## config.mk

```make
export PLATFORM = sky130hd
export DESIGN_NAME = bridge_reset_power_sequencer
export DESIGN_NICKNAME = d
export VERILOG_FILES = /design/src/hw/rst_pwr_pkg.sv /design/src/hw/reset_sync.sv /design/src/hw/bridge_reset_power_sequencer.sv
export SDC_FILE = /design/constraint.sdc
export NUM_CORES = 1
export LEC_CHECK = 0
export ABC_AREA = 1
export ABC_CLOCK_PERIOD_IN_PS = 1070
export BUFFER_PORTS_ARGS = -buffer_cell sky130_fd_sc_hd__buf_2
export CORE_MARGIN = 3
export CORE_UTILIZATION = 43
export CTS_CLUSTER_DIAMETER = 40
export DETAILED_ROUTE_END_ITERATION = 6
export GPL_ROUTABILITY_DRIVEN = 1
export PLACE_DENSITY = 0.91
export SETUP_SLACK_MARGIN = 0.3
export SYNTH_ARGS = -nofsm -noshare
export SYNTH_HDL_FRONTEND = slang
export SYNTH_HIERARCHICAL = 1
export SYNTH_SLANG_ARGS = --single-unit
```

## constraint.sdc

```tcl
create_clock -name mclk -period 1.07 [get_ports mclk]
set_input_delay 0.1605 -clock mclk [delete_from_list [all_inputs] [get_ports mclk]]
set_output_delay 0.1605 -clock mclk [all_outputs]
set_load 0.01 [all_outputs]
```

## src/hw/rst_pwr_pkg.sv

```systemverilog
package rst_pwr_pkg;
  localparam logic [7:0] reg_ctrl       = 8'h00;
  localparam logic [7:0] reg_pwr        = 8'h04;
  localparam logic [7:0] reg_status     = 8'h08;
  localparam logic [7:0] reg_hotswap    = 8'h0c;
  localparam int         bit_ds_rst     = 0;
  localparam int         bit_chip_rst   = 1;
  localparam int         bit_mask_done  = 2;
  localparam int         bit_ins_event  = 0;
  localparam int         bit_ext_req    = 1;
  localparam int         bit_led        = 2;
  localparam logic [1:0] pwr_d0         = 2'h0;
  localparam logic [1:0] pwr_d1         = 2'h1;
  localparam logic [1:0] pwr_d2         = 2'h2;
  localparam logic [1:0] pwr_d3hot      = 2'h3;
  localparam int         blackout_clks  = 16;
  localparam int         chip_rst_clks  = 20;
  localparam int         sync_stages    = 2;
endpackage

```

## src/hw/reset_sync.sv

```systemverilog
`timescale 1ns/1ps
// async assert, sync release; first stage only feeds the second
module reset_sync
  import rst_pwr_pkg::*;
(
  // clock and raw reset
  input  wire logic clk,
  input  wire logic arst_n,
  // synchronised reset
  output logic      srst_n
);
  logic [sync_stages-1:0] chain_r;

  always_ff @(posedge clk or negedge arst_n) begin
    if (!arst_n) begin
      chain_r <= '0;
    end else begin
      chain_r <= {chain_r[sync_stages-2:0], 1'b1};
    end
  end

  assign srst_n = chain_r[sync_stages-1];
endmodule

```

## src/hw/bridge_reset_power_sequencer.sv

```systemverilog
`timescale 1ns/1ps
module bridge_reset_power_sequencer
  import rst_pwr_pkg::*;
#(
  parameter int AD_W = 32
) (
  // clock and upstream reset
  input  wire logic            mclk,
  input  wire logic            resetn,
  // downstream reset pin sensed
  input  wire logic            ds_rst_pin_n,
  input  wire logic            clock_gating_permit_pin,
  // register port
  input  wire logic [7:0]      addr,
  input  wire logic [31:0]     wdata,
  input  wire logic            wr,
  input  wire logic            rd,
  output logic [31:0]          rdata,
  // gating of accesses and buses
  output logic                 access_ok,
  output logic                 us_float,
  output logic                 ds_float,
  output logic                 buf_clear,
  output logic                 chip_rst_n,
  // downstream pins
  output logic                 ds_rst_n,
  output logic                 downstream_clock_en,
  output logic [AD_W-1:0]      downstream_addr_data,
  output logic [3:0]           downstream_cmd_byte_en_n,
  output logic                 downstream_parity,
  output logic                 ds_drive_oe_n,
  // hot swap
  output logic                 hot_swap_enum_n,
  output logic                 removal_ready_led
);
  logic       sresetn;
  logic [4:0] blackout_r;
  logic [4:0] chip_cnt_r;
  logic       chip_busy_r;
  logic       ds_rst_bit_r;
  logic       mask_done_r;
  logic [1:0] pwr_r;
  logic       soft_rst_r;
  logic       ins_r;
  logic       ext_r;
  logic       led_r;
  logic       ds_pin_s1_r;
  logic       ds_pin_s2_r;
  logic       wr_pwr;
  logic [1:0] wr_state;
  logic       ds_rst_req;
  logic [4:0] since_rel_r;

  // upstream reset: async assert, sync release
  reset_sync u_rsync (
    .clk    (mclk),
    .arst_n (resetn),
    .srst_n (sresetn)
  );

  // downstream pin sensed asynchronously, so synchronise it
  always_ff @(posedge mclk or negedge resetn) begin
    if (!resetn) begin
      ds_pin_s1_r <= 1'b1;
      ds_pin_s2_r <= 1'b1;
    end else begin
      ds_pin_s1_r <= ds_rst_pin_n;
      ds_pin_s2_r <= ds_pin_s1_r;
    end
  end

  assign wr_pwr   = wr && access_ok && addr == reg_pwr;
  assign wr_state = wdata[1:0];
  // bus reset stays on during chip reset until the clock mask is in
  assign ds_rst_req = ds_rst_bit_r || (chip_busy_r && !mask_done_r);

  // blackout after upstream reset release
  always_ff @(posedge mclk or negedge sresetn) begin
    if (!sresetn) begin
      blackout_r <= 5'(blackout_clks);
    end else if (blackout_r != 5'h00) begin
      blackout_r <= blackout_r - 5'h01;
    end
  end

  // power state; D1/D2 writes leave state alone
  always_ff @(posedge mclk or negedge sresetn) begin
    if (!sresetn) begin
      pwr_r      <= pwr_d0;
      soft_rst_r <= 1'b0;
    end else begin
      soft_rst_r <= 1'b0;
      if (wr_pwr) begin
        if (wr_state == pwr_d3hot) begin
          pwr_r <= pwr_d3hot;
        end else if (wr_state == pwr_d0 && pwr_r == pwr_d3hot) begin
          pwr_r      <= pwr_d0;
          soft_rst_r <= 1'b1;
        end
      end
    end
  end

  // chip reset sequencing; also triggered by D3hot to D0
  always_ff @(posedge mclk or negedge sresetn) begin
    if (!sresetn) begin
      chip_busy_r  <= 1'b0;
      chip_cnt_r   <= 5'h00;
      ds_rst_bit_r <= 1'b0;
      mask_done_r  <= 1'b0;
    end else if (wr && access_ok && addr == reg_ctrl &&
                 wdata[bit_chip_rst]) begin
      chip_busy_r  <= 1'b1;
      ds_rst_bit_r <= 1'b1;
      mask_done_r  <= 1'b0;
      chip_cnt_r   <= 5'(chip_rst_clks);
    end else if (soft_rst_r) begin
      chip_busy_r <= 1'b1;
      chip_cnt_r  <= 5'(chip_rst_clks);
      mask_done_r <= 1'b1;
    end else begin
      // the ctrl register stays writable so software can end the reset
      if (wr && addr == reg_ctrl && blackout_r == 5'h00) begin
        ds_rst_bit_r <= wdata[bit_ds_rst];
        if (wdata[bit_mask_done]) begin
          mask_done_r <= 1'b1;
        end
      end
      if (chip_busy_r && !ds_rst_bit_r && mask_done_r) begin
        // the bit drops on the twentieth counted edge, not one later
        if (chip_cnt_r > 5'h01) begin
          chip_cnt_r <= chip_cnt_r - 5'h01;
        end else begin
          chip_busy_r <= 1'b0;
        end
      end
    end
  end

  // hot swap indicators, software owned
  always_ff @(posedge mclk or negedge sresetn) begin
    if (!sresetn) begin
      ins_r <= 1'b0;
      ext_r <= 1'b0;
      led_r <= 1'b0;
    end else if (wr && access_ok && addr == reg_hotswap) begin
      ins_r <= wdata[bit_ins_event];
      ext_r <= wdata[bit_ext_req];
      led_r <= wdata[bit_led];
    end
  end

  // registered outputs
  always_ff @(posedge mclk or negedge sresetn) begin
    if (!sresetn) begin
      access_ok                <= 1'b0;
      us_float                 <= 1'b1;
      ds_float                 <= 1'b1;
      buf_clear                <= 1'b1;
      chip_rst_n               <= 1'b0;
      ds_rst_n                 <= 1'b0;
      downstream_clock_en      <= 1'b1;
      downstream_addr_data     <= '0;
      downstream_cmd_byte_en_n <= 4'h0;
      downstream_parity        <= 1'b0;
      ds_drive_oe_n            <= 1'b0;
      hot_swap_enum_n          <= 1'b1;
      removal_ready_led        <= 1'b0;
      rdata                    <= 32'h0000_0000;
    end else begin
      // bus reset from the bit alone does not block access
      access_ok  <= blackout_r == 5'h00 && !chip_busy_r;
      us_float   <= chip_busy_r;
      ds_float   <= chip_busy_r || ds_rst_bit_r || !ds_pin_s2_r;
      buf_clear  <= chip_busy_r || ds_rst_bit_r || !ds_pin_s2_r;
      chip_rst_n <= !chip_busy_r;
      ds_rst_n   <= !ds_rst_req;
      downstream_clock_en <= !(pwr_r == pwr_d3hot &&
                               clock_gating_permit_pin);
      // pins held low; drivers enabled only while reset is on
      downstream_addr_data     <= '0;
      downstream_cmd_byte_en_n <= 4'h0;
      downstream_parity        <= 1'b0;
      ds_drive_oe_n <= !(ds_rst_req || !ds_pin_s2_r);
      hot_swap_enum_n   <= !(ins_r || ext_r);
      removal_ready_led <= led_r;
      rdata <= 32'h0000_0000;
      if (rd && access_ok) begin
        unique case (addr)
          reg_ctrl:    rdata <= {29'h0, mask_done_r, chip_busy_r,
                                 ds_rst_bit_r};
          reg_pwr:     rdata <= {30'h0, pwr_r};
          reg_status:  rdata <= {30'h0, ~ds_pin_s2_r,
                                 ~downstream_clock_en};
          reg_hotswap: rdata <= {29'h0, led_r, ext_r, ins_r};
          default:     rdata <= 32'h0000_0000;
        endcase
      end
    end
  end

  // cycles since release, kept apart from the blackout counter it checks
  always_ff @(posedge mclk or negedge sresetn) begin
    if (!sresetn) begin
      since_rel_r <= 5'h00;
    end else if (since_rel_r != '1) begin
      since_rel_r <= since_rel_r + 5'h01;
    end
  end
endmodule

```

* Word level (Yosys, flattened, before mapping)
Index checks and enable logic that the tools add are counted.
** Cells by class
- Mux-type cells :: 22
- Bitwise operators :: 2
- Order comparisons :: 1
- Eq/ne operators :: 7
- Reductions and logical operators :: 42
- $add $sub $neg :: 2
** Operators by type and width (count)
- $mux W5 :: 4
- $eq A8 B4 Y1 const B :: 2
- $logic_and A1 B1 Y1 :: 14
- $mux W1 :: 14
- $pmux W3 S4 :: 1
- $reduce_bool A3 Y1 :: 4
- $reduce_and A2 Y1 :: 5
- $sub A5 B1 Y5 const B :: 2
- $eq A8 B3 Y1 const B :: 1
- $logic_not A1 Y1 :: 8
- $logic_not A8 Y1 :: 1
- $gt A5 B1 Y1 const B :: 1
- $logic_not A5 Y1 :: 1
- $logic_or A1 B1 Y1 :: 5
- $reduce_bool A5 Y1 :: 1
- $eq A2 B2 Y1 const B :: 2
- $mux W2 :: 2
- $reduce_bool A2 Y1 :: 2
- $mux W3 :: 1
- $ne A3 B3 Y1 const B :: 1
- $logic_not A2 Y1 :: 1
- $ne A2 B1 Y1 const B :: 1
- $not A1 Y1 :: 2
** Storage, ports and cells
- Bits of input ports :: 46
- Output and inout port bits :: 79
- Word-level logic and storage cells :: 99
- Flip-flop bits (word level) :: 64

* Depth between registers and ports, before layout
- Word-level depth :: 6
- Depth in mapped cells :: 8

* By module
Netlist, hierarchy kept.
** Modules (own cells, without submodules)
- bridge_reset_power_sequencer :: times used 1, cells an instance 247, area an instance 2014.4 um^2
- reset_sync :: times used 1, cells an instance 3, area an instance 53.8 um^2

* Worst setup path after synthesis
OpenSTA, ideal clock, no wires.
- Path kind :: register -> register
- Start point :: register blackout_r[0]
- End point :: register ds_rst_bit_r
- Period minus slack after synthesis :: 1.227 ns
- Path slack :: -0.157 ns
- Data required time :: 0.945 ns
- Stages on the path, launching flop included :: 8
- Buffers on the path :: 0
- Data arrival time :: 1.102 ns
- Cells stage by stage :: dfrtp_1 inv_1 ha_1 nand3_1 nor2_1 nand3_1 nand2_1 nand3_1
** Between the ends
- Longest elaborated chain between the ends :: 4
** RTL lines
- start: declaration :: line bridge_reset_power_sequencer.sv:37 : logic [4:0] blackout_r;
- start signal: assignment :: line bridge_reset_power_sequencer.sv:80 : blackout_r <= 5'(blackout_clks);
- start signal: assignment :: line bridge_reset_power_sequencer.sv:82 : blackout_r <= blackout_r - 5'h01;
- $logic_not A5 Y1 :: line bridge_reset_power_sequencer.sv:123 : if (wr && addr == reg_ctrl && blackout_r == 5'h00) begin
- $logic_and A1 B1 Y1 :: line bridge_reset_power_sequencer.sv:123
- $reduce_bool A2 Y1 (no line)
- $reduce_and A2 Y1 (no line)
- end signal: assignment :: line bridge_reset_power_sequencer.sv:124 : ds_rst_bit_r <= wdata[bit_ds_rst];
- end: declaration :: line bridge_reset_power_sequencer.sv:40 : logic ds_rst_bit_r;
Every way passes these cells.
A chain may end at the register's enable or synchronous reset.

* Final worst setup path
- Start point :: register chip_cnt_r[1]
- End point :: register chip_cnt_r[1]
** Between the ends
- Longest elaborated chain between the ends :: 5
** RTL lines
- start: declaration :: line bridge_reset_power_sequencer.sv:38 : logic [4:0] chip_cnt_r;
- start signal: assignment :: line bridge_reset_power_sequencer.sv:116 : chip_cnt_r <= 5'(chip_rst_clks);
- start signal: assignment :: line bridge_reset_power_sequencer.sv:119 : chip_cnt_r <= 5'(chip_rst_clks);
- start signal: assignment :: line bridge_reset_power_sequencer.sv:132 : chip_cnt_r <= chip_cnt_r - 5'h01;
- $sub A5 B1 Y5 :: line bridge_reset_power_sequencer.sv:132
- $mux W5 :: line bridge_reset_power_sequencer.sv:131 : if (chip_cnt_r > 5'h01) begin
- $mux W5 :: line bridge_reset_power_sequencer.sv:129 : if (chip_busy_r && !ds_rst_bit_r && mask_done_r) begin
- $mux W5 :: line bridge_reset_power_sequencer.sv:117 : end else if (soft_rst_r) begin
- $mux W5 :: line bridge_reset_power_sequencer.sv:111 : end else if (wr && access_ok && addr == reg_ctrl &&
Several ways; a longest one is shown, not always the timed one. The select of a mux whose other input is x is not followed.

==> qor.csv <==
metric,value,unit
status,"complete, but fails checks",
violated checks,negative setup slack,
clk_skew,0.00417,ns
final max-slew violation count,0,
Hold Path Class,primary input to register,
core area,4500,µm²
GP Congestion,0.840,
final wirelength,4590,µm
HP Start,wdata[2],
"Max FO, Critical Path",7,
CP Launch Type,register,
crit path DAT,1.45,ns
Switching Fraction,34.2,%
Final nets,368,
Initial DRC Count,77,
fmax,0.806,GHz
Die Ht,75.4,µm
Root Buffer,clkbuf_8,
n_diodes,0,
PwrDens,1760,nW/µm²
later-pin clock latency in the skew report,0.28,ns
Netlist Area Pre-Place,2070,µm²
synthesized area per cell,8.27,µm²
Worst EP required,1.28,ns
Longest Clk Path Bufs,2,
CP Class,register to register,
Synth warnings,6,
Congestion Overflow GR,0,
routed length per instance,12.4,µm
MaxCap Viol Count,0,
Static Leak,1.46,nW
vias in the first global route,1526,
total power,4.89,mW
Site Rows,24,
htree depth,2,
RSZ-0062 raised after global routing,true,
Seq cells post-synth,34,
die width,75.4,µm
Int Power,3.21,mW
die footprint,5680,µm²
largest vdd supply drop,1.14,mV
Routed Antenna Nets,0,
synth unique cells,25,
sequential area share after synthesis,41.6,%
Worst setup EP type,register,
fin area,2780,µm²
DP Area,2270,µm²
crit path time final,1.24,ns
origin of the worst setup path,chip_cnt_r[1],
"Hold Violations, Final",0,
Net Sw Power,1.67,mW
Remaining DRCs,0,
I/O pins,125,
combinational power share,41.1,%
Final setup viols,18,
antenna violations before repair,0,
vias after detailed routing,1645,
CTS tree,yes,
largest net degree at the start of global routing,19,
clock network power share,24.7,%
Tot GR Track Use,16.2,%
clock sinks,34,
port bufs,29,
CTS clock-pin slew for the worst setup and hold paths,0.07,ns
CTS buffer count,5,
Pre-antenna DRT Iters,4,
Via-to-Cell Ratio,4.43,
post-route setup slack,-0.170,ns
area delta synth->final,34.2,%
worst r2r src,chip_cnt_r[1],
first-pass GRT wire length,6870,µm
Starting Density,45.9,%
filler cell count,344,
Post-Synthesis Cells,250,
sequential share of power,34.2,%
final worst path period share,116,%
share of layout cells above drive strength 1,45.1,%
Detail Placement HPWL,2960,µm
final timing paths:
path | end | slack (ns) | depth (start not counted)
min in group asynchronous | chip_cnt_r[1] | 0.20 | 1
setup / recovery | chip_cnt_r[1] | -0.17 | 6
hold / removal | led_r | 0.14 | 3
hold reg to reg | chip_cnt_r[1] | 0.20 | 1
setup reg to reg | chip_cnt_r[1] | -0.17 | 6
max in group asynchronous | hot_swap_enum_n | 0.59 | 1
worst max-delay path, cell delays in order (launching register included):
cell and delay, ns:
dfrtp_1 0.39, buf_4 0.17, o21ai_4 0.20, nand2_4 0.11
nand2_2 0.11, nand2_2 0.06, a21oi_2 0.13
per-layer routing:
metal,part of all wire (%),wire length (µm),track usage [%]
met5,0,0,0
met4,2.5,116,4.47
met3,6.3,289,5.15
met2,54,2490,28.3
met1,37,1700,19.1
registers in the layout, summed over array words and instances, names as in the netlist, 2 cells and up:
register	count
blackout_r	5
rdata	3
chip_cnt_r	5
u_rsync/chain_r	2
what timing repair did:
item                                    CTS  global route
hold buffers                              3             0
buffers inserted                          4             6
gates resized for setup                  27            44
pin swaps                                 7            15
endpoints found under the setup margin   38            38
hold endpoints to repair                  6             0
cell usage in the layout (no fill, tap or decap), types with 3 or more instances in the layout:
| cell type | synthesis | layout |
|---|---|---|
| nor2_1 | 23 | 15 |
| inv_2 | 3 | 12 |
| nand3_1 | 18 | 11 |
| dlygate4sd3_1 | 0 | 3 |
| a21oi_2 | 0 | 3 |
| nor3_2 | 1 | 3 |
| nand2_2 | 0 | 13 |
| inv_1 | 26 | 15 |
| buf_2 | 0 | 23 |
| dfrtp_1 | 27 | 25 |
| nand3_2 | 1 | 7 |
| buf_6 | 0 | 15 |
| nor3_4 | 1 | 3 |
| nand2_1 | 41 | 25 |
| buf_4 | 67 | 21 |
| nor2_2 | 1 | 5 |
| ha_4 | 0 | 4 |
| dfstp_2 | 7 | 7 |
| nand2_4 | 0 | 3 |
| conb_1 | 2 | 67 |
| nor2_4 | 1 | 5 |
| clkbuf_8 | 0 | 6 |
| nand4_1 | 7 | 7 |
through the flow:
step / hold WS [ns] / utilization, % / std cells / TNS, ns / setup WS (ns)
2_1_floorplan: -0.135 / - / 315 / -0.352 / -0.0606
3_3_place_gp: -0.0360 / 50.4 / 350 / -0.737 / -0.112
3_5_place_dp: -0.0320 / 50.4 / 350 / -1.29 / -0.189
4_1_cts: 0.126 / 56.7 / 365 / -1.15 / -0.148
5_1_grt: 0.147 / 61.6 / 371 / -2.33 / -0.261
6_report: 0.141 / 61.6 / 371 / -1.25 / -0.170
synth_stat cells:
master	count	area, µm²
buf_4	67	503
nand2_1	41	154
dfrtp_1	27	676
inv_1	26	97.6
nor2_1	23	86.3
nand3_1	18	90.1
dfstp_2	7	184
nand4_1	7	43.8
a21oi_1	6	30.0
ha_1	4	50.1
nor3_1	4	20.0
inv_2	3	11.3
o21ai_0	3	15.0
conb_1	2	7.51
o21ai_1	2	10.0
a21boi_1	1	7.51
and2_1	1	6.26
nand3_2	1	10.0
nand3b_1	1	7.51
nor2_2	1	6.26
nor2_4	1	11.3
nor3_2	1	10.0
nor3_4	1	16.3
nor4_1	1	6.26
xor2_1	1	8.76
layout make-up:
class	instances	area [µm²]	share of cell area, %
tap	52	65.1	2.34
clock buffer	7	86.3	3.11
multi-input combinational	185	1130	40.6
inverter	29	114	4.10
timing repair buffer	63	492	17.7
sequential	34	862	31.1
clock inverter	1	30.0	1.08
power by group through the flow:
stage / registers [mW] / logic (mW) / clock network [mW]
after floorplan: 1.74 / 0.847 / 0
after global placement: 1.64 / 1.19 / 0
after detailed placement: 1.65 / 1.25 / 0
after CTS: 1.63 / 1.43 / 1.23
after global routing: 1.69 / 2.18 / 1.30
final: 1.67 / 2.01 / 1.21
kinds of logic (layout without fill, tap and decap cells):
| group | count (synthesis) | after routing | synth area share (%) |
|---|---|---|---|
| AOI/OAI and AO/OA | 12 | 12 | 3.02 |
| xor gates and xnor gates | 1 | 1 | 0.424 |
| adders and majority gates | 4 | 4 | 2.42 |
| buffers and inverters | 96 | 100 | 29.6 |
| DFF | 34 | 34 | 41.6 |
| other | 2 | 67 | 0.363 |
| and+or+nand+nor | 101 | 101 | 22.6 |
No activity file was read; power rests on OpenSTA's default activity.
